`src/verilog/ldi_pkg.sv`:
```
`default_nettype none
package ldi_pkg;
  // ----------------------------------------------------------------
  // bus and register map (register index, byte address is index * 4)
  // ----------------------------------------------------------------
  localparam int          LDI_AXI_AW      = 12;
  localparam int          LDI_DW          = 16;
  localparam int          LDI_IDX_LSB     = 2;
  localparam logic [7:0]  LDI_IDX_INPIN   = 8'h3A;
  localparam logic [7:0]  LDI_IDX_LDTYPE  = 8'h3B;
  localparam logic [7:0]  LDI_IDX_LDDLY   = 8'h3C;
  localparam logic [7:0]  LDI_IDX_RSV61   = 8'h3D;
  localparam logic [7:0]  LDI_IDX_DBLBUF  = 8'h3E;
  localparam logic [7:0]  LDI_IDX_STATUS  = 8'h80;
  localparam logic [1:0]  LDI_RESP_OKAY   = 2'h0;
  localparam logic [1:0]  LDI_RESP_SLVERR = 2'h2;
  // ----------------------------------------------------------------
  // reset values
  // ----------------------------------------------------------------
  localparam logic [15:0] LDI_RST_INPIN   = 16'h8001;
  localparam logic [15:0] LDI_RST_LDTYPE  = 16'h0001;
  localparam logic [15:0] LDI_RST_LDDLY   = 16'h03E8;
  localparam logic [15:0] LDI_RST_RSV61   = 16'h00A8;
  localparam logic [15:0] LDI_RST_DBLBUF  = 16'h00AF;
  // ----------------------------------------------------------------
  // field positions
  // ----------------------------------------------------------------
  localparam int          LDI_IGN_BIT     = 15;
  localparam int          LDI_HYST_BIT    = 14;
  localparam int          LDI_LVL_HI      = 13;
  localparam int          LDI_LVL_LO      = 12;
  localparam int          LDI_FMT_HI      = 11;
  localparam int          LDI_FMT_LO      = 9;
  localparam int          LDI_FMT_ALIGN   = 0;
  localparam int          LDI_FMT_REQ     = 1;
  localparam int          LDI_FMT_FILT    = 2;
  localparam int          LDI_TYPE_BIT    = 0;
  localparam logic [1:0]  LDI_LVL_INVALID = 2'h3;
  // status register bits
  localparam int          LDI_ST_LOCK     = 0;
  localparam int          LDI_ST_CALLOCK  = 1;
  localparam int          LDI_ST_VTUNE    = 2;
  localparam int          LDI_ST_ALIGN    = 3;
  localparam int          LDI_ST_REQ      = 4;
  localparam int          LDI_ST_CALBUSY  = 5;
  // ----------------------------------------------------------------
  // timing
  // ----------------------------------------------------------------
  localparam int          LDI_QUARTER_DIV = 4;
  typedef enum logic [1:0] {LDI_S_CAL, LDI_S_COUNT, LDI_S_LOCKED} ldi_lock_state_t;
endpackage
`default_nettype wire

```
`src/verilog/ldi_sync2.sv`:
```
`timescale 1ns/1ps
`default_nettype none
module ldi_sync2 #(
  parameter int WIDTH = 1
) (
  // clock and reset
  input  wire logic             aclk,
  input  wire logic             aresetn,
  // asynchronous in, synchronous out
  input  wire logic [WIDTH-1:0] async_in,
  output logic      [WIDTH-1:0] sync_out
);
  logic [WIDTH-1:0] meta_r;

  always_ff @(posedge aclk) begin
    if (!aresetn) begin
      meta_r   <= '0;
      sync_out <= '0;
    end else begin
      meta_r   <= async_in;
      sync_out <= meta_r;
    end
  end
endmodule
`default_nettype wire

```
`src/verilog/ldi_tick_div.sv`:
```
`timescale 1ns/1ps
`default_nettype none
module ldi_tick_div #(
  parameter int DIV = 4
) (
  // clock and reset
  input  wire logic aclk,
  input  wire logic aresetn,
  // restart aligns the divider with a new calibration
  input  wire logic restart,
  input  wire logic tick_in,
  output logic      tick_out
);
  localparam int CW = (DIV > 1) ? $clog2(DIV) : 1;
  localparam logic [CW-1:0] LAST = CW'(DIV - 1);
  logic [CW-1:0] cnt_r;
  wire           wrap = tick_in && (cnt_r == LAST);

  always_ff @(posedge aclk) begin
    if (!aresetn || restart) begin
      cnt_r    <= '0;
      tick_out <= 1'b0;
    end else begin
      tick_out <= wrap;
      if (tick_in) begin
        cnt_r <= wrap ? '0 : cnt_r + CW'(1);
      end
    end
  end
endmodule
`default_nettype wire

```
`src/verilog/ldi_lock_detect_input_cfg.sv`:
```
`timescale 1ns/1ps
`default_nettype none
// Summary of operation
// - ignore bit set and alignment mode off: both input pins have no effect.
// - bit 14 enables high hysteresis on both differential receivers.
// - bias code 0 quarter, 1 full, 2 half; code 3 never written.
// - format field sets each pin CMOS or differential, codes 5-7 add filtering.
// - type 0: lock high after calibration done and delay counter expired.
// - type 1: additionally requires tuning voltage inside its window.
// - lock type bit 0 resets to 1, the combined mode.
// - delay counts quarter detector periods after calibration; resets to 03E8h.
module ldi_lock_detect_input_cfg #(
  parameter int AW      = ldi_pkg::LDI_AXI_AW,
  parameter int QDIV    = ldi_pkg::LDI_QUARTER_DIV
) (
  // clock and reset
  input  wire logic          aclk,
  input  wire logic          aresetn,
  // axi4-lite write address
  input  wire logic [AW-1:0] s_axi_awaddr,
  input  wire logic          s_axi_awvalid,
  output logic               s_axi_awready,
  // axi4-lite write data
  input  wire logic [31:0]   s_axi_wdata,
  input  wire logic [3:0]    s_axi_wstrb,
  input  wire logic          s_axi_wvalid,
  output logic               s_axi_wready,
  // axi4-lite write response
  output logic [1:0]         s_axi_bresp,
  output logic               s_axi_bvalid,
  input  wire logic          s_axi_bready,
  // axi4-lite read address
  input  wire logic [AW-1:0] s_axi_araddr,
  input  wire logic          s_axi_arvalid,
  output logic               s_axi_arready,
  // axi4-lite read data
  output logic [31:0]        s_axi_rdata,
  output logic [1:0]         s_axi_rresp,
  output logic               s_axi_rvalid,
  input  wire logic          s_axi_rready,
  // external input pins (asynchronous)
  input  wire logic          phase_alignment_pin,
  input  wire logic          reference_pulse_request_pin,
  // synthesizer core (same clock)
  input  wire logic          phase_alignment_mode,
  input  wire logic          oscillator_calibration_busy,
  input  wire logic          pd_tick,
  // tuning voltage window comparator (asynchronous)
  input  wire logic          vtune_in_window,
  // gated pin levels toward the alignment and reference logic
  output logic               phase_alignment_level,
  output logic               reference_request_level,
  // receiver configuration
  output logic               receiver_high_hysteresis,
  output logic [1:0]         receiver_bias_level,
  output logic               align_pin_differential,
  output logic               request_pin_differential,
  output logic               input_filter_enable,
  // lock indicator
  output logic               lock_indicator
);
  import ldi_pkg::*;

  // ----------------------------------------------------------------
  // registers
  // ----------------------------------------------------------------
  logic [15:0]     inpin_r;
  logic [15:0]     ldtype_r;
  logic [15:0]     lddly_r;
  logic [15:0]     rsv61_r;
  logic [15:0]     dblbuf_r;
  logic            aw_full_r;
  logic            w_full_r;
  logic [7:0]      wr_idx_r;
  logic [31:0]     wdata_r;
  logic [3:0]      wstrb_r;
  logic            bvalid_r;
  logic [1:0]      bresp_r;
  logic            rvalid_r;
  logic [31:0]     rdata_r;
  logic [1:0]      rresp_r;
  ldi_lock_state_t state_r;
  ldi_lock_state_t state_nxt;
  logic [15:0]     cnt_r;
  logic            lock_r;
  logic            cal_busy_d_r;
  logic            align_prev_r;
  logic            req_prev_r;
  logic            align_filt_r;
  logic            req_filt_r;

  // ----------------------------------------------------------------
  // pin synchronisers and quarter detector tick
  // ----------------------------------------------------------------
  logic [2:0] pins_s;
  logic       qtick;
  wire        cal_start = oscillator_calibration_busy && !cal_busy_d_r;

  ldi_sync2 #(.WIDTH(3)) u_sync (
    .aclk     (aclk),
    .aresetn  (aresetn),
    .async_in ({vtune_in_window, reference_pulse_request_pin, phase_alignment_pin}),
    .sync_out (pins_s)
  );

  ldi_tick_div #(.DIV(QDIV)) u_qdiv (
    .aclk     (aclk),
    .aresetn  (aresetn),
    .restart  (cal_start),
    .tick_in  (pd_tick),
    .tick_out (qtick)
  );

  wire align_s  = pins_s[0];
  wire req_s    = pins_s[1];
  wire vtune_ok = pins_s[2];

  // ----------------------------------------------------------------
  // axi4-lite write channel
  // ----------------------------------------------------------------
  // address and data are taken in either order; the response holds both off
  wire        wr_do     = aw_full_r && w_full_r && !bvalid_r;
  wire        wr_inpin  = wr_idx_r == LDI_IDX_INPIN;
  wire        wr_ldtype = wr_idx_r == LDI_IDX_LDTYPE;
  wire        wr_lddly  = wr_idx_r == LDI_IDX_LDDLY;
  wire        wr_rsv61  = wr_idx_r == LDI_IDX_RSV61;
  wire        wr_dblbuf = wr_idx_r == LDI_IDX_DBLBUF;
  wire        wr_hit    = wr_inpin || wr_ldtype || wr_lddly || wr_rsv61 || wr_dblbuf;

  assign s_axi_awready = !aw_full_r && !bvalid_r;
  assign s_axi_wready  = !w_full_r && !bvalid_r;
  assign s_axi_bvalid  = bvalid_r;
  assign s_axi_bresp   = bresp_r;

  function automatic logic [15:0] ldi_merge(input logic [15:0] old,
                                           input logic [31:0] d,
                                           input logic [3:0]  s);
    logic [15:0] m;
    m       = old;
    if (s[0]) begin
      m[7:0] = d[7:0];
    end
    if (s[1]) begin
      m[15:8] = d[15:8];
    end
    return m;
  endfunction

  // a bias code of 3 is refused and the previous code kept
  wire [15:0] inpin_m   = ldi_merge(inpin_r, wdata_r, wstrb_r);
  wire        lvl_bad   = inpin_m[LDI_LVL_HI:LDI_LVL_LO] == LDI_LVL_INVALID;
  wire [15:0] inpin_new = lvl_bad ?
                          {inpin_m[15:LDI_LVL_HI+1], inpin_r[LDI_LVL_HI:LDI_LVL_LO],
                           inpin_m[LDI_LVL_LO-1:0]} : inpin_m;

  always_ff @(posedge aclk) begin
    if (!aresetn) begin
      aw_full_r <= 1'b0;
      w_full_r  <= 1'b0;
      wr_idx_r  <= 8'h00;
      wdata_r   <= 32'h0000_0000;
      wstrb_r   <= 4'h0;
      bvalid_r  <= 1'b0;
      bresp_r   <= LDI_RESP_OKAY;
    end else begin
      if (s_axi_awvalid && s_axi_awready) begin
        aw_full_r <= 1'b1;
        wr_idx_r  <= s_axi_awaddr[LDI_IDX_LSB +: 8];
      end
      if (s_axi_wvalid && s_axi_wready) begin
        w_full_r <= 1'b1;
        wdata_r  <= s_axi_wdata;
        wstrb_r  <= s_axi_wstrb;
      end
      if (wr_do) begin
        aw_full_r <= 1'b0;
        w_full_r  <= 1'b0;
        bvalid_r  <= 1'b1;
        bresp_r   <= wr_hit ? LDI_RESP_OKAY : LDI_RESP_SLVERR;
      end else if (bvalid_r && s_axi_bready) begin
        bvalid_r <= 1'b0;
      end
    end
  end

  // ----------------------------------------------------------------
  // register file
  // ----------------------------------------------------------------
  // reserved fields are stored as written; keeping them legal is software's job
  always_ff @(posedge aclk) begin
    if (!aresetn) begin
      inpin_r  <= LDI_RST_INPIN;
      ldtype_r <= LDI_RST_LDTYPE;
      lddly_r  <= LDI_RST_LDDLY;
      rsv61_r  <= LDI_RST_RSV61;
      dblbuf_r <= LDI_RST_DBLBUF;
    end else if (wr_do) begin
      if (wr_inpin) begin
        inpin_r <= inpin_new;
      end
      if (wr_ldtype) begin
        ldtype_r <= ldi_merge(ldtype_r, wdata_r, wstrb_r);
      end
      if (wr_lddly) begin
        lddly_r <= ldi_merge(lddly_r, wdata_r, wstrb_r);
      end
      if (wr_rsv61) begin
        rsv61_r <= ldi_merge(rsv61_r, wdata_r, wstrb_r);
      end
      if (wr_dblbuf) begin
        dblbuf_r <= ldi_merge(dblbuf_r, wdata_r, wstrb_r);
      end
    end
  end

  // ----------------------------------------------------------------
  // axi4-lite read channel
  // ----------------------------------------------------------------
  wire [7:0]  rd_idx = s_axi_araddr[LDI_IDX_LSB +: 8];
  wire [15:0] status = {10'h000, oscillator_calibration_busy, req_s, align_s, vtune_ok,
                        state_r == LDI_S_LOCKED, lock_r};
  wire        rd_hit = (rd_idx == LDI_IDX_INPIN) || (rd_idx == LDI_IDX_LDTYPE) ||
                       (rd_idx == LDI_IDX_LDDLY) || (rd_idx == LDI_IDX_RSV61) ||
                       (rd_idx == LDI_IDX_DBLBUF) || (rd_idx == LDI_IDX_STATUS);
  wire [15:0] rd_val = (rd_idx == LDI_IDX_INPIN)  ? inpin_r  :
                       (rd_idx == LDI_IDX_LDTYPE) ? ldtype_r :
                       (rd_idx == LDI_IDX_LDDLY)  ? lddly_r  :
                       (rd_idx == LDI_IDX_RSV61)  ? rsv61_r  :
                       (rd_idx == LDI_IDX_DBLBUF) ? dblbuf_r :
                       (rd_idx == LDI_IDX_STATUS) ? status   : 16'h0000;

  assign s_axi_arready = !rvalid_r;
  assign s_axi_rvalid  = rvalid_r;
  assign s_axi_rdata   = rdata_r;
  assign s_axi_rresp   = rresp_r;

  always_ff @(posedge aclk) begin
    if (!aresetn) begin
      rvalid_r <= 1'b0;
      rdata_r  <= 32'h0000_0000;
      rresp_r  <= LDI_RESP_OKAY;
    end else if (s_axi_arvalid && s_axi_arready) begin
      rvalid_r <= 1'b1;
      rdata_r  <= {16'h0000, rd_val};
      rresp_r  <= rd_hit ? LDI_RESP_OKAY : LDI_RESP_SLVERR;
    end else if (rvalid_r && s_axi_rready) begin
      rvalid_r <= 1'b0;
    end
  end

  // ----------------------------------------------------------------
  // input pin configuration and gating
  // ----------------------------------------------------------------
  wire [2:0] fmt         = inpin_r[LDI_FMT_HI:LDI_FMT_LO];
  wire       pins_ignore = inpin_r[LDI_IGN_BIT] && !phase_alignment_mode;

  assign receiver_high_hysteresis = inpin_r[LDI_HYST_BIT];
  assign receiver_bias_level      = inpin_r[LDI_LVL_HI:LDI_LVL_LO];
  assign align_pin_differential   = fmt[LDI_FMT_ALIGN];
  assign request_pin_differential = fmt[LDI_FMT_REQ];
  assign input_filter_enable      = fmt[LDI_FMT_FILT] && (fmt[LDI_FMT_REQ:LDI_FMT_ALIGN] != 2'h0);

  // filter: a level passes only after two equal samples, rejecting one-cycle glitches
  wire align_use = (input_filter_enable && fmt[LDI_FMT_ALIGN]) ? align_filt_r : align_s;
  wire req_use   = (input_filter_enable && fmt[LDI_FMT_REQ]) ? req_filt_r : req_s;

  always_ff @(posedge aclk) begin
    if (!aresetn) begin
      align_prev_r            <= 1'b0;
      req_prev_r              <= 1'b0;
      align_filt_r            <= 1'b0;
      req_filt_r              <= 1'b0;
      phase_alignment_level   <= 1'b0;
      reference_request_level <= 1'b0;
    end else begin
      align_prev_r <= align_s;
      req_prev_r   <= req_s;
      if (align_prev_r == align_s) begin
        align_filt_r <= align_s;
      end
      if (req_prev_r == req_s) begin
        req_filt_r <= req_s;
      end
      phase_alignment_level   <= align_use && !pins_ignore;
      reference_request_level <= req_use && !pins_ignore;
    end
  end

  // ----------------------------------------------------------------
  // lock indicator
  // ----------------------------------------------------------------
  wire lock_type = ldtype_r[LDI_TYPE_BIT];
  wire cal_lock  = state_r == LDI_S_LOCKED;

  always_comb begin
    state_nxt = state_r;
    case (state_r)
      LDI_S_CAL: begin
        if (!oscillator_calibration_busy) begin
          state_nxt = LDI_S_COUNT;
        end
      end
      LDI_S_COUNT: begin
        if (oscillator_calibration_busy) begin
          state_nxt = LDI_S_CAL;
        end else if (cnt_r == lddly_r) begin
          state_nxt = LDI_S_LOCKED;
        end
      end
      LDI_S_LOCKED: begin
        if (oscillator_calibration_busy) begin
          state_nxt = LDI_S_CAL;
        end
      end
      default: begin
        state_nxt = LDI_S_CAL;
      end
    endcase
  end

  always_ff @(posedge aclk) begin
    if (!aresetn) begin
      state_r      <= LDI_S_CAL;
      cnt_r        <= 16'h0000;
      cal_busy_d_r <= 1'b0;
      lock_r       <= 1'b0;
    end else begin
      state_r      <= state_nxt;
      cal_busy_d_r <= oscillator_calibration_busy;
      // a calibration that begins mid-count wins over a coincident quarter tick
      if (oscillator_calibration_busy || state_r == LDI_S_CAL) begin
        cnt_r <= 16'h0000;
      end else if (state_r == LDI_S_COUNT && qtick && cnt_r != lddly_r) begin
        cnt_r <= cnt_r + 16'h0001;
      end
      lock_r <= cal_lock && (!lock_type || vtune_ok);
    end
  end

  assign lock_indicator = lock_r;
endmodule
`default_nettype wire

```
`config.mk`:
```
export PLATFORM = sky130hd
export DESIGN_NAME = ldi_lock_detect_input_cfg
export DESIGN_NICKNAME = d
export VERILOG_FILES = /design/src/verilog/ldi_pkg.sv /design/src/verilog/ldi_sync2.sv /design/src/verilog/ldi_tick_div.sv /design/src/verilog/ldi_lock_detect_input_cfg.sv
export SDC_FILE = /design/constraint.sdc
export NUM_CORES = 1
export LEC_CHECK = 0
export ABC_CLOCK_PERIOD_IN_PS = 4650
export BUFFER_PORTS_ARGS = -buffer_cell sky130_fd_sc_hd__buf_2
export CORE_MARGIN = 1
export CORE_UTILIZATION = 24
export CTS_BUF_LIST = sky130_fd_sc_hd__clkbuf_8
export DETAILED_ROUTE_END_ITERATION = 10
export GPL_TIMING_DRIVEN = 0
export PLACE_DENSITY = 0.52
export SKIP_CTS_REPAIR_TIMING = 1
export SLEW_MARGIN = 25
export SYNTH_ARGS = -nofsm -noshare
export SYNTH_HDL_FRONTEND = slang
export SYNTH_HIERARCHICAL = 1
export SYNTH_SLANG_ARGS = --single-unit
```
`constraint.sdc`:
```
create_clock -name aclk -period 4.65 [get_ports aclk]
set_input_delay 0.6975 -clock aclk [delete_from_list [all_inputs] [get_ports aclk]]
set_output_delay 0.6975 -clock aclk [all_outputs]
set_load 0.01 [all_outputs]
```
**Word level (Yosys, flattened, before mapping)**

Cells that the tools add are included.

- Register bits: 165
- Bits of input ports: 73
- Output and inout bits: 50
- Word-level logic and storage cells: 140

- Reduce and logical (&&, ||, !) cells: 58
- Bitwise gates (word level): 2
- Mux-type cells: 22
- Add/sub/neg operators: 2
- Equality and inequality tests: 22

Operator list:

| kind | number |
|---|---|
| == test 8 x 6 -> 1 bit (second input constant) | 10 |
| two-way mux 16 bit | 5 |
| AND reduction 3 bit | 10 |
| logical AND 1 bit | 20 |
| adder 16 x 1 -> 16 bit (second input constant) | 1 |
| == test 16 bit | 1 |
| two-way mux 8 bit | 2 |
| != test 16 bit | 1 |
| two-way mux 2 bit | 7 |
| logical OR 1 bit | 12 |
| zero test 1 bit | 9 |
| == test 8 bit (second input constant) | 1 |
| == test 2 bit (second input constant) | 3 |
| two-way mux 1 bit | 6 |
| two-way mux 6 bit | 1 |
| case mux 2 bit (3 select lines) | 1 |
| nonzero test 2 bit | 3 |
| != test 2 bit (second input constant) | 2 |
| OR reduction 2 bit | 2 |
| != test 3 bit (second input constant) | 1 |
| adder 2 x 1 -> 2 bit (second input constant) | 1 |
| == test 1 bit | 2 |
| == test 2 x 1 -> 1 bit (second input constant) | 1 |
| zero test 2 bit | 1 |
| other kinds (2) | 3 |

**Longest topological paths before layout**

Gate-level depths: netlist (run 1).

- Depth in word-level cells: 7
- Depth in mapped cells: 7
- Mapped depth without buffers: 5

**By module**

Netlist (run 1), hierarchy kept.

By module, submodules not included:

| module | seq. area each (um^2) | area each (um^2) | instances | cells each |
|---|---|---|---|---|
| ldi_lock_detect_input_cfg | 3083.0 | 7268.2 | 1 | 795 |
| ldi_sync2 | 120.1 | 157.7 | 1 | 12 |
| ldi_tick_div | 60.1 | 123.9 | 1 | 12 |

**Worst setup path before layout (run 1)**

No wires, ideal clock.

- Kind: input to register
- From: in oscillator_calibration_busy
- To: reg, netlist name cnt_r[12]
- Setup time: 0.069 ns
- Setup slack: 2.706 ns
- Required time: 4.581 ns
- Path buffers: 1
- Stages: 5
- Arrival time: 1.875 ns
- Path through: nand2b_1 or2_0 clkbuf_1 or4_2 o21ai_1

RTL lines:

| item | RTL line | source |
|---|---|---|
| from (decl) | ldi_lock_detect_input_cfg.sv:46 | `input wire logic oscillator_calibration_busy,` |

**Final worst setup path (run 1)**

- From: reg wr_idx_r[2]
- To: reg dblbuf_r[13]

- Longest elaborated chain between the ends: 2

RTL lines:

| item | RTL line | source |
|---|---|---|
| from (decl) | ldi_lock_detect_input_cfg.sv:74 | `logic [7:0] wr_idx_r;` |
| from (signal assigned) | ldi_lock_detect_input_cfg.sv:168 | `wr_idx_r <= s_axi_awaddr[LDI_IDX_LSB +: 8];` |
| == test 8 x 6 -> 1 bit | ldi_lock_detect_input_cfg.sv:127 | `wire wr_dblbuf = wr_idx_r == LDI_IDX_DBLBUF;` |
| AND reduction 3 bit (no line) | - |  |
| to (signal assigned) | ldi_lock_detect_input_cfg.sv:211 | `dblbuf_r <= ldi_merge(dblbuf_r, wdata_r, wstrb_r);` |
| to (decl) | ldi_lock_detect_input_cfg.sv:71 | `logic [15:0] dblbuf_r;` |

No other way between the ends.
A chain may end at the register's enable or synchronous reset.

==> out/metrics.csv, run 1 <==
metric;value;unit
status;finished, violations left;
violated checks;DRC;
Synth area leader;dfxtp_1;
multi-input logic area;3920;um^2
Main synth FF type;dfxtp_1;
critical path endpoint category;flip-flop;
Total GRT Usage;0.139;
initial core utilization;0.246;
CP max stage delay;0.53;ns
Post-synth top cells;dfxtp_1 (163), nand2_1 (109), mux2i_1 (90), nor2b_1 (57), o21ai_0 (51);
nets@finish;1006;
placed cell count;1308;
power per cell area;310;nW/um^2
crit path DAT;2.33;ns
Seq cells post-synth;163;
unrepaired setup endpoints after global routing;false;
fin crit share;0.420;
CTS max path bufs;2;
max_cap viols;0;
crit path cell chain;clkbuf_1 -> nand2_1 -> nor4b_4 -> buf_4 -> nand3_1 -> o21ai_0;
Slowest-stage cell, CP;nor4b_4;
1st-iter DRT viols;412;
hold crit path type;reg2reg;
largest net degree at the start of global routing;17;
Post-Syn Area;7550;um^2
Slew headroom;0.341;
Required @ worst endpoint;5.03;ns
number of failing hold endpoints at the final stage;0;
sequential cell area;3260;um^2
row cnt;64;
Worst setup SP type;flip-flop;
clock-pin slew on the worst setup and hold paths;0.09;ns
highest clock rate;512;MHz
Hold Crit Endpoint;u_sync/sync_out[0]$_SDFF_PN0_;
DIE HEIGHT;179;um
number of global-route vias before repair;5905;
fillers;3342;
Sink Count;163;
top-level port count;123;
Mean Syn Cell Area;9.22;um^2
H-tree level count;4;
drt drc;2;
FFs w/ async S/R, synth;0;
top post-synthesis cells by area;dfxtp_1 (43%), mux2i_1 (12%), nand2_1 (5.4%);
crit path kind;reg2reg;
P_leak;3.72;nW
RePlAce Congestion;0.803;
ANT cells;0;
VDD IR max;0.000158;V
TritonCTS buffer count;17;
setup TNS;0;ns
Worst Clk Skew;0.0128;ns
Area Growth Syn to Fin;17.6;%
R2R Path End;dblbuf_r[13]$_SDFFE_PN0P_;
Yosys cell types;64;
R2R setup slack;2.70;ns
Tmin final;1.95;ns
first-pass GRT wire length;33700;um
pre-CTS setup slack;2.18;ns
Hold Path Stages;1;
most numerous cell in the Yosys netlist;dfxtp_1;
Post-synth EDFFs;0;
top cell type's share of synthesized area;0.432;
Remaining Overflow, GRT;0;
DRT Wirelength;21200;um
HP Start;u_sync/meta_r[0]$_SDFF_PN0_;
CTS tree;yes;
Vias;6112;
Vias/cell;4.57;
Die Area;32200;um^2
I/O Buffers;76;
Worst Path Max Fanout;10;
Yosys Warn Count;6;
setup violators final;0;
worst-margin pin slew;0.988;ns
reg2reg start;wr_idx_r[2]$_SDFFE_PN0P_;
worst skew pair latency;0.45;ns
DPL Wire Length;15800;um
ANT nets after route;0;
Routed WL per cell;15.8;um
initial antenna violation count;0;
die width;179;um
Slew Viols, Final;0;
Non-Filler Instances;1337;
Syn Inst Count;819;
slack of the critical path;2.70;ns
proportion of layout cells with a drive suffix above 1;0.184;
reg2reg path depth;6;
Initial DRT Pass Iterations;11;
register area share after synthesis;0.432;
Root Driver;clkbuf_8;
core area;30700;um^2
## cells by family after synthesis
family / Yosys count / synth area share
muxes: 92 / 0.122
other: 1 / 0.000497
DFF: 163 / 0.432
adders and majority gates: 2 / 0.00331
buffers and inverters: 81 / 0.0575
xor gates and xnor gates: 16 / 0.0186
and+or+nand+nor: 299 / 0.225
AOI/OAI and AO/OA: 165 / 0.141
## power by group
group          total, mW  internal, mW  leakage, nW  switching [mW]
sequential          1.47          1.43         1.32          0.0410
clock               1.05         0.532        0.196           0.523
combinational      0.229        0.0907         2.20           0.139
total               2.75          2.05         3.72           0.703
## cell type report
type | count | share of cell area
repair buffers | 76 | 0.0429
clock buffers | 18 | 0.0279
flip-flops and latches | 163 | 0.368
well taps | 396 | 0.0558
multi-input cells | 592 | 0.441
inverters | 10 | 0.00423
clock inverters | 11 | 0.0156
plain buffers | 71 | 0.0447
## worst max path at each step
| stage | from | to | slack [ns] |
|---|---|---|---|
| 2_1_floorplan | oscillator_calibration_busy | cnt_r[12]$_SDFFE_PP0P_ | 2.71 |
| 5_1_grt | wr_idx_r[2]$_SDFFE_PN0P_ | dblbuf_r[14]$_SDFFE_PN0P_ | 2.50 |
| 3_3_place_gp | aresetn | s_axi_rdata[2]$_SDFFE_PN0P_ | 2.17 |
| 4_1_cts | aresetn | s_axi_rdata[3]$_SDFFE_PN0P_ | 2.67 |
| 3_5_place_dp | aresetn | s_axi_rdata[3]$_SDFFE_PN0P_ | 2.18 |
| 6_report | wr_idx_r[2]$_SDFFE_PN0P_ | dblbuf_r[13]$_SDFFE_PN0P_ | 2.70 |
## worst max-delay path, delay by kind of cell (launching register included)
| kind | cells | cell delay, ns |
|---|---|---|
| AND/OR/NAND/NOR | 3 | 0.79 |
| buffers and inverters | 2 | 0.67 |
| flip-flops | 1 | 0.31 |
| AO/OA/AOI/OAI | 1 | 0.10 |
## flip-flops by register name, indices dropped and copies added, names as in the netlist, 2 cells and up
register	count
wstrb_r	2
wdata_r	16
rsv61_r	16
s_axi_rdata	16
inpin_r	16
dblbuf_r	16
u_qdiv/cnt_r	2
state_r	2
ldtype_r	16
wr_idx_r	8
u_sync/sync_out	3
u_sync/meta_r	3
cnt_r	16
lddly_r	16
## cell usage in the layout, fill, tap and decap left out, types with 16 or more instances in the layout
cell type,count
nand3_1,19
clkbuf_8,18
buf_4,24
nand2_1,109
xnor2_1,16
conb_1,18
buf_2,84
dfxtp_1,163
nor2_1,24
a21boi_0,30
a21oi_1,41
o21ai_0,51
clkbuf_1,30
mux2i_1,90
nor2b_1,57
## metal layers
layer	share of wire	track usage	up-vias
met5	0	0	-
met4	0.013	0.0424	0
li1	-	-	3032
met3	0.054	0.0335	18
met2	0.44	0.214	178
met1	0.49	0.190	2884
## per-stage QoR
stage          total power [mW]  area [um^2]  hold WS (ns)  utilization
2_1_floorplan              1.63         7610         0.406            -
3_3_place_gp               1.73         8490         0.415        0.276
3_5_place_dp               1.73         8490         0.415        0.276
4_1_cts                    2.79         8880         0.419        0.289
5_1_grt                    2.89         8880         0.421        0.289
6_report                   2.75         8880         0.436        0.289
Note: power is estimated with default switching activity, not from simulation.
==> run 2: changes to the inputs <==
ABC_CLOCK_PERIOD_IN_PS = 1900   (was 4650)
clock period = 1.9 ns   (was 4.65 ns; I/O delays follow)
==> run 2 against run 1 <==
  * The run still ends with DRC left
  * Count of clock-buffer cells in the layout unchanged
  * Combinational power increased by 140%
  * Worst setup slack got worse by 2.6 ns
  * Global-route usage unchanged
  * Clock skew increased by 0.0012 ns
  * Final cell count increased by 0.22%
  * Die area unchanged
==> out/metrics.csv, run 2 (same netlist as run 1, synthesis figures left out) <==
metric;value;unit;change
setup TNS;0;ns;unchanged
Vias;6132;;+0.33%
Pwr Total;6.75;mW;+150%
P_leak;3.78;nW;+1.4%
Most common cell on crit path;buf_4;;
setup violators final;0;;unchanged
fillers;3337;;-0.15%
placed cell count;1308;;unchanged
Non-Filler Instances;1340;;+0.22%
clock-pin slew on the worst setup and hold paths;0.08;ns;about the same
CP max stage delay;0.63;ns;+0.10 ns
crit path kind;reg2reg;;
Comb pwr share;0.082;;about the same
worst skew pair latency;0.45;ns;about the same
Worst Clk Skew;0.0139;ns;+0.00116 ns
core area;30700;um^2;unchanged
critical path endpoint category;flip-flop;;
TritonCTS buffer count;17;;unchanged
Clock power frac;0.383;;about the same
first-pass GRT wire length;33700;um;unchanged
H-tree level count;4;;unchanged
Die Area;32200;um^2;unchanged
worst hold margin;0.0355;ns;-0.401 ns
worst-margin pin slew;0.981;ns;-0.00677 ns
DIE HEIGHT;179;um;unchanged
I/O Buffers;76;;unchanged
initial core utilization;0.246;;unchanged
CTS tree;yes;;
P_int;5.02;mW;+140%
status;finished, violations left;;
top-level port count;123;;unchanged
CTS max path bufs;2;;unchanged
hold crit path type;in2reg;;
Slew Viols, Final;0;;unchanged
Slowest-stage cell, CP;or4_2;;
Initial DRT Pass Iterations;10;;-1
Remaining Overflow, GRT;0;;unchanged
Vias/cell;4.58;;+0.10%
Worst setup SP type;flip-flop;;
multi-input logic area;3960;um^2;+1.1%
initial antenna violation count;0;;unchanged
most frequent cells in the layout;dfxtp_1 (156), nand2_1 (109), mux2i_1 (90), buf_2 (83), nor2b_1 (57);;
proportion of layout cells with a drive suffix above 1;0.202;;+0.0185
Tmin final;1.83;ns;-0.120 ns
RePlAce Congestion;0.803;;unchanged
number of global-route vias before repair;5905;;unchanged
Flop pwr share;0.534;;about the same
highest clock rate;546;MHz;+6.5%
DPL Wire Length;15800;um;unchanged
commonest non-fill, non-tap cell in the layout;dfxtp_1;;
Slew headroom;0.346;;+0.00451
power per cell area;752;nW/um^2;+140%
number of failing hold endpoints at the final stage;0;;unchanged
Area Growth Syn to Fin;18.8;%;
ANT nets after route;0;;unchanged
violated checks;DRC;;
ANT cells;0;;unchanged
1st-iter DRT viols;420;;+1.9%
Routed WL per cell;15.9;um;+0.18%
die width;179;um;unchanged
Required @ worst endpoint;2.29;ns;-2.74 ns
nets@finish;1009;;+0.30%
largest net degree at the start of global routing;17;;unchanged
sequential cell area;3270;um^2;+0.27%
VDD IR max;0.000388;V;+150%
drt drc;2;;unchanged
crit path DAT;2.22;ns;-0.11 ns
Switching Share;0.256;;+0.00133
max_cap viols;0;;unchanged
row cnt;64;;unchanged
fin crit share;0.964;;+0.544
Total GRT Usage;0.139;;unchanged
Worst Path Max Fanout;6;;-4
Sink Count;163;;unchanged
Root Driver;clkbuf_8;;
DRT Wirelength;21200;um;+0.40%
crit path cell chain;xnor2_1 -> nand4_1 -> nor4_4 -> buf_4 -> buf_4 -> or4_2 -> o21ai_1;;
sw power;1.73;mW;+150%
run 2: cell types whose count changed in the layout (fill, tap and decap cells not counted), sizes merged:
cell / previous run / this run
buf: 115 / 121
clkbuf: 49 / 46
run 2: metrics by stage:
stage | util | setup slack [ns] | cell area [um^2]
6_report | 0.292 | 0.0682 | 8970
5_1_grt | 0.292 | -0.00739 | 8970
4_1_cts | 0.289 | -0.0790 | 8880
3_5_place_dp | 0.276 | -0.162 | 8490
3_3_place_gp | 0.276 | -0.170 | 8490
2_1_floorplan | - | 0.293 | 7610
run 2: layer usage:
metal | track usage | share of wire
met4 | 0.0424 | 0.014
met3 | 0.0335 | 0.050
met1 | 0.190 | 0.50
met5 | 0 | 0
met2 | 0.214 | 0.44
run 2: layout make-up:
cell class / instances / area share
clock inverter: 11 / 0.0155
sequential: 163 / 0.365
multi-input combinational: 592 / 0.441
buffer: 67 / 0.0431
timing repair buffer: 83 / 0.0483
clock buffer: 18 / 0.0276
inverter: 10 / 0.00418
tap: 396 / 0.0552
run 2: power by group through the flow:
stage	Sequential, mW	Clock, mW	Combinational, mW
floorplan	3.65	0	0.343
global placement	3.68	0	0.562
detailed placement	3.68	0	0.566
CTS	3.60	2.66	0.569
global route	3.62	2.82	0.631
finish	3.61	2.59	0.556
run 2: critical path: cells and delay by family, from the launching register on:
kind                   cells  cell delay [ns]
XOR/XNOR                   1             0.12
buffers and inverters      2             0.29
flip-flops                 1             0.44
AND/OR/NAND/NOR            3             0.84
AO/OA/AOI/OAI              1             0.09
run 2: path summary, 6_finish.rpt:
kind / cells past startpoint / slack, ns / from / to
max: 7 / 0.07 / cnt_r[5]$_SDFFE_PP0P_ / cnt_r[12]$_SDFFE_PP0P_
min: 2 / 0.04 / reference_pulse_request_pin / u_sync/meta_r[1]$_SDFF_PN0_
max reg2reg: 7 / 0.07 / cnt_r[5]$_SDFFE_PP0P_ / cnt_r[12]$_SDFFE_PP0P_
min reg2reg: 1 / 0.44 / u_sync/meta_r[0]$_SDFF_PN0_ / u_sync/sync_out[0]$_SDFF_PN0_
==> run 3: changes to the inputs <==
CORE_MARGIN = 2   (was 1)
SYNTH_HIERARCHICAL = default   (was 1)
==> run 3 against run 2 <==
  * The flow now finishes without violations
  * Core utilization rose by 1.6 points
  * Sequential power fell by 1%
  * Non-clock buffer count rose by 22
  * Maximum frequency fell by 2.9%
  * Clock power rose by 15%
==> out/metrics.csv, run 3 <==
metric;value;unit;change
register area share after synthesis;0.466;;+0.0336
top cell type's share of synthesized area;0.466;;+0.0336
final design utilization;0.307;;+0.0156
FFs w/ async S/R, synth;0;;unchanged
Post-synth top cells;dfxtp_1 (163), nand2_1 (117), o21ai_0 (93), nand3_1 (74), clkbuf_1 (45);;
commonest non-fill, non-tap cell in the layout;dfxtp_1;;
placed cell area;7930;um^2;-6.6%
highest clock rate;530;MHz;-2.9%
most frequent cells in the layout;dfxtp_1 (143), nand2_1 (117), o21ai_0 (93), buf_2 (78), nand3_1 (70);;
Slew headroom;0.442;;+0.0960
DRT Wirelength;20900;um;-1.6%
Required @ worst endpoint;2.28;ns;about the same
Vias/cell;4.62;;+1.0%
top post-synthesis cells by area;dfxtp_1 (47%), o21ai_0 (6.6%), nand2_1 (6.3%);;
row cnt;62;;-3.1%
RePlAce Congestion;0.824;;+2.7%
Synth area leader;dfxtp_1;;
most numerous cell in the Yosys netlist;dfxtp_1;;
largest net degree at the start of global routing;17;;unchanged
TritonCTS buffer count;17;;unchanged
Remaining Overflow, GRT;0;;unchanged
first-pass GRT wire length;32300;um;-4.1%
status;completed;;
number of global-route vias before repair;5773;;-2.2%
P_leak;3.29;nW;-13%
Worst setup SP type;flip-flop;;
worst-margin pin slew;0.837;ns;-0.144 ns
Root Driver;clkbuf_8;;
reg2reg path depth;5;;-2
die width;175;um;-2.5%
I/O Buffers;75;;-1.3%
DIE HEIGHT;175;um;-2.5%
Final Cell Area;8820;um^2;-1.7%
ANT nets after route;0;;unchanged
crit path DAT;2.27;ns;+0.05 ns
Area Growth Syn to Fin;25.9;%;
worst skew pair latency;0.46;ns;about the same
Yosys Warn Count;0;;-6
nets@finish;1029;;+2.0%
Sink Count;163;;unchanged
Critical path origin;state_r[1]$_SDFFE_PN0P_;;
Post-synth EDFFs;0;;unchanged
core area;28700;um^2;-6.7%
Total GRT Usage;0.135;;-0.00406
CP max stage delay;0.43;ns;-0.20 ns
Yosys cell types;50;;-22%
hold crit path type;in2reg;;
crit path kind;reg2reg;;
HP Start;vtune_in_window;;
setup violators final;0;;unchanged
Slowest-stage cell, CP;or3_2;;
initial antenna violation count;0;;unchanged
clock-pin slew on the worst setup and hold paths;0.09;ns;about the same
Syn Inst Count;820;;+0.12%
Worst Path Buf+Inv;0;;-2
CTS max path bufs;2;;unchanged
Hold Path Stages;2;;unchanged
drt drc;0;;-2
initial core utilization;0.244;;-0.00145
max_cap viols;0;;unchanged
crit path cell chain;nand3b_1 -> or3_4 -> or3_2 -> or3_4 -> a21oi_2;;
Slew Viols, Final;0;;unchanged
number of failing hold endpoints at the final stage;0;;unchanged
DPL Wire Length;15800;um;+0.14%
Routed WL per cell;15.5;um;-2.3%
reg2reg start;state_r[1]$_SDFFE_PN0P_;;
top-level port count;123;;unchanged
Top Family by Delay on Critical Path;simple AND/OR/NAND/NOR gates;;
unrepaired setup endpoints after global routing;true;;
Worst Clk Skew;0.0173;ns;+0.00342 ns
power per cell area;805;nW/um^2;+7.0%
1st-iter DRT viols;299;;-29%
Post-Syn Area;7010;um^2;-7.2%
Initial DRT Pass Iterations;5;;-5
Main synth FF type;dfxtp_1;;
Mean Syn Cell Area;8.54;um^2;-7.3%
fin crit share;0.993;;+0.0291
critical path endpoint category;flip-flop;;
Most common cell on crit path;or3_4;;
CTS tree;yes;;
Tmin final;1.89;ns;+0.0552 ns
H-tree level count;4;;unchanged
Vias;6236;;+1.7%
WP depth;5;;-2
VDD IR max;0.000410;V;+5.6%
Worst Path Max Fanout;6;;unchanged
Seq cells post-synth;163;;unchanged
proportion of layout cells with a drive suffix above 1;0.232;;+0.0298
ANT cells;0;;unchanged
Die Area;30600;um^2;-5.0%
==> run 3: metal layers <==
metal  GRT usage  wire length, um  part of all wire  up-vias
li1            -                -                 -     3163
met1       0.178             9840              0.47     2898
met2       0.223             9890              0.47      149
met3      0.0242              778             0.037       26
met4      0.0420              392             0.019        0
met5           0                0                 0        -
==> run 3: cell families after synthesis <==
group           synth area share
simple gates               0.218
buf+inv                   0.0561
xor+xnor                  0.0200
flops                      0.466
compound gates             0.192
fa+ha+maj                0.00357
mux                       0.0447
other cells             0.000535
==> run 3: path summary, 6_finish.rpt <==
path                              endpoint  slack [ns]
max reg2reg         cnt_r[11]$_SDFFE_PP0P_        0.01
min reg2reg  u_sync.sync_out[1]$_SDFF_PN0_        0.44
min            u_sync.meta_r[2]$_SDFF_PN0_        0.03
max                 cnt_r[11]$_SDFFE_PP0P_        0.01
==> run 3: final cells by class <==
type                    count  area, um^2
fillers                  3105       19900
multi-input cells         590        3560
flip-flops and latches    163        3310
repair buffers            102         586
well taps                 384         480
plain buffers              70         378
clock buffers              17         234
clock inverters            13         233
inverters                  10        37.5
==> run 3: worst register-to-register path, stage by stage, from the launching register on <==
cell	delay (ns)
dfxtp_2	0.35
nand3b_1	0.19
or3_4	0.40
or3_2	0.43
or3_4	0.34
a21oi_2	0.11
==> run 3: per-stage QoR <==
stage	hold WS, ns	std cells	TNS, ns	worst slack (ns)	power (mW)
after floorplan	0.399	837	0	0.0353	3.96
after global placement	0.418	1296	-26.22	-0.598	4.20
after detailed placement	0.423	1296	-28.02	-0.607	4.20
after CTS	0.00719	1326	-19.66	-0.387	7.18
after global routing	0.00370	1349	-0.528	-0.0573	7.42
final	0.0345	1349	0	0.0130	7.10
==> run 3: report_power, final <==
| part | switching [mW] | internal (mW) | total [mW] |
|---|---|---|---|
| clock | 1.29 | 1.69 | 2.98 |
| combinational | 0.354 | 0.208 | 0.563 |
| sequential | 0.0765 | 3.49 | 3.56 |
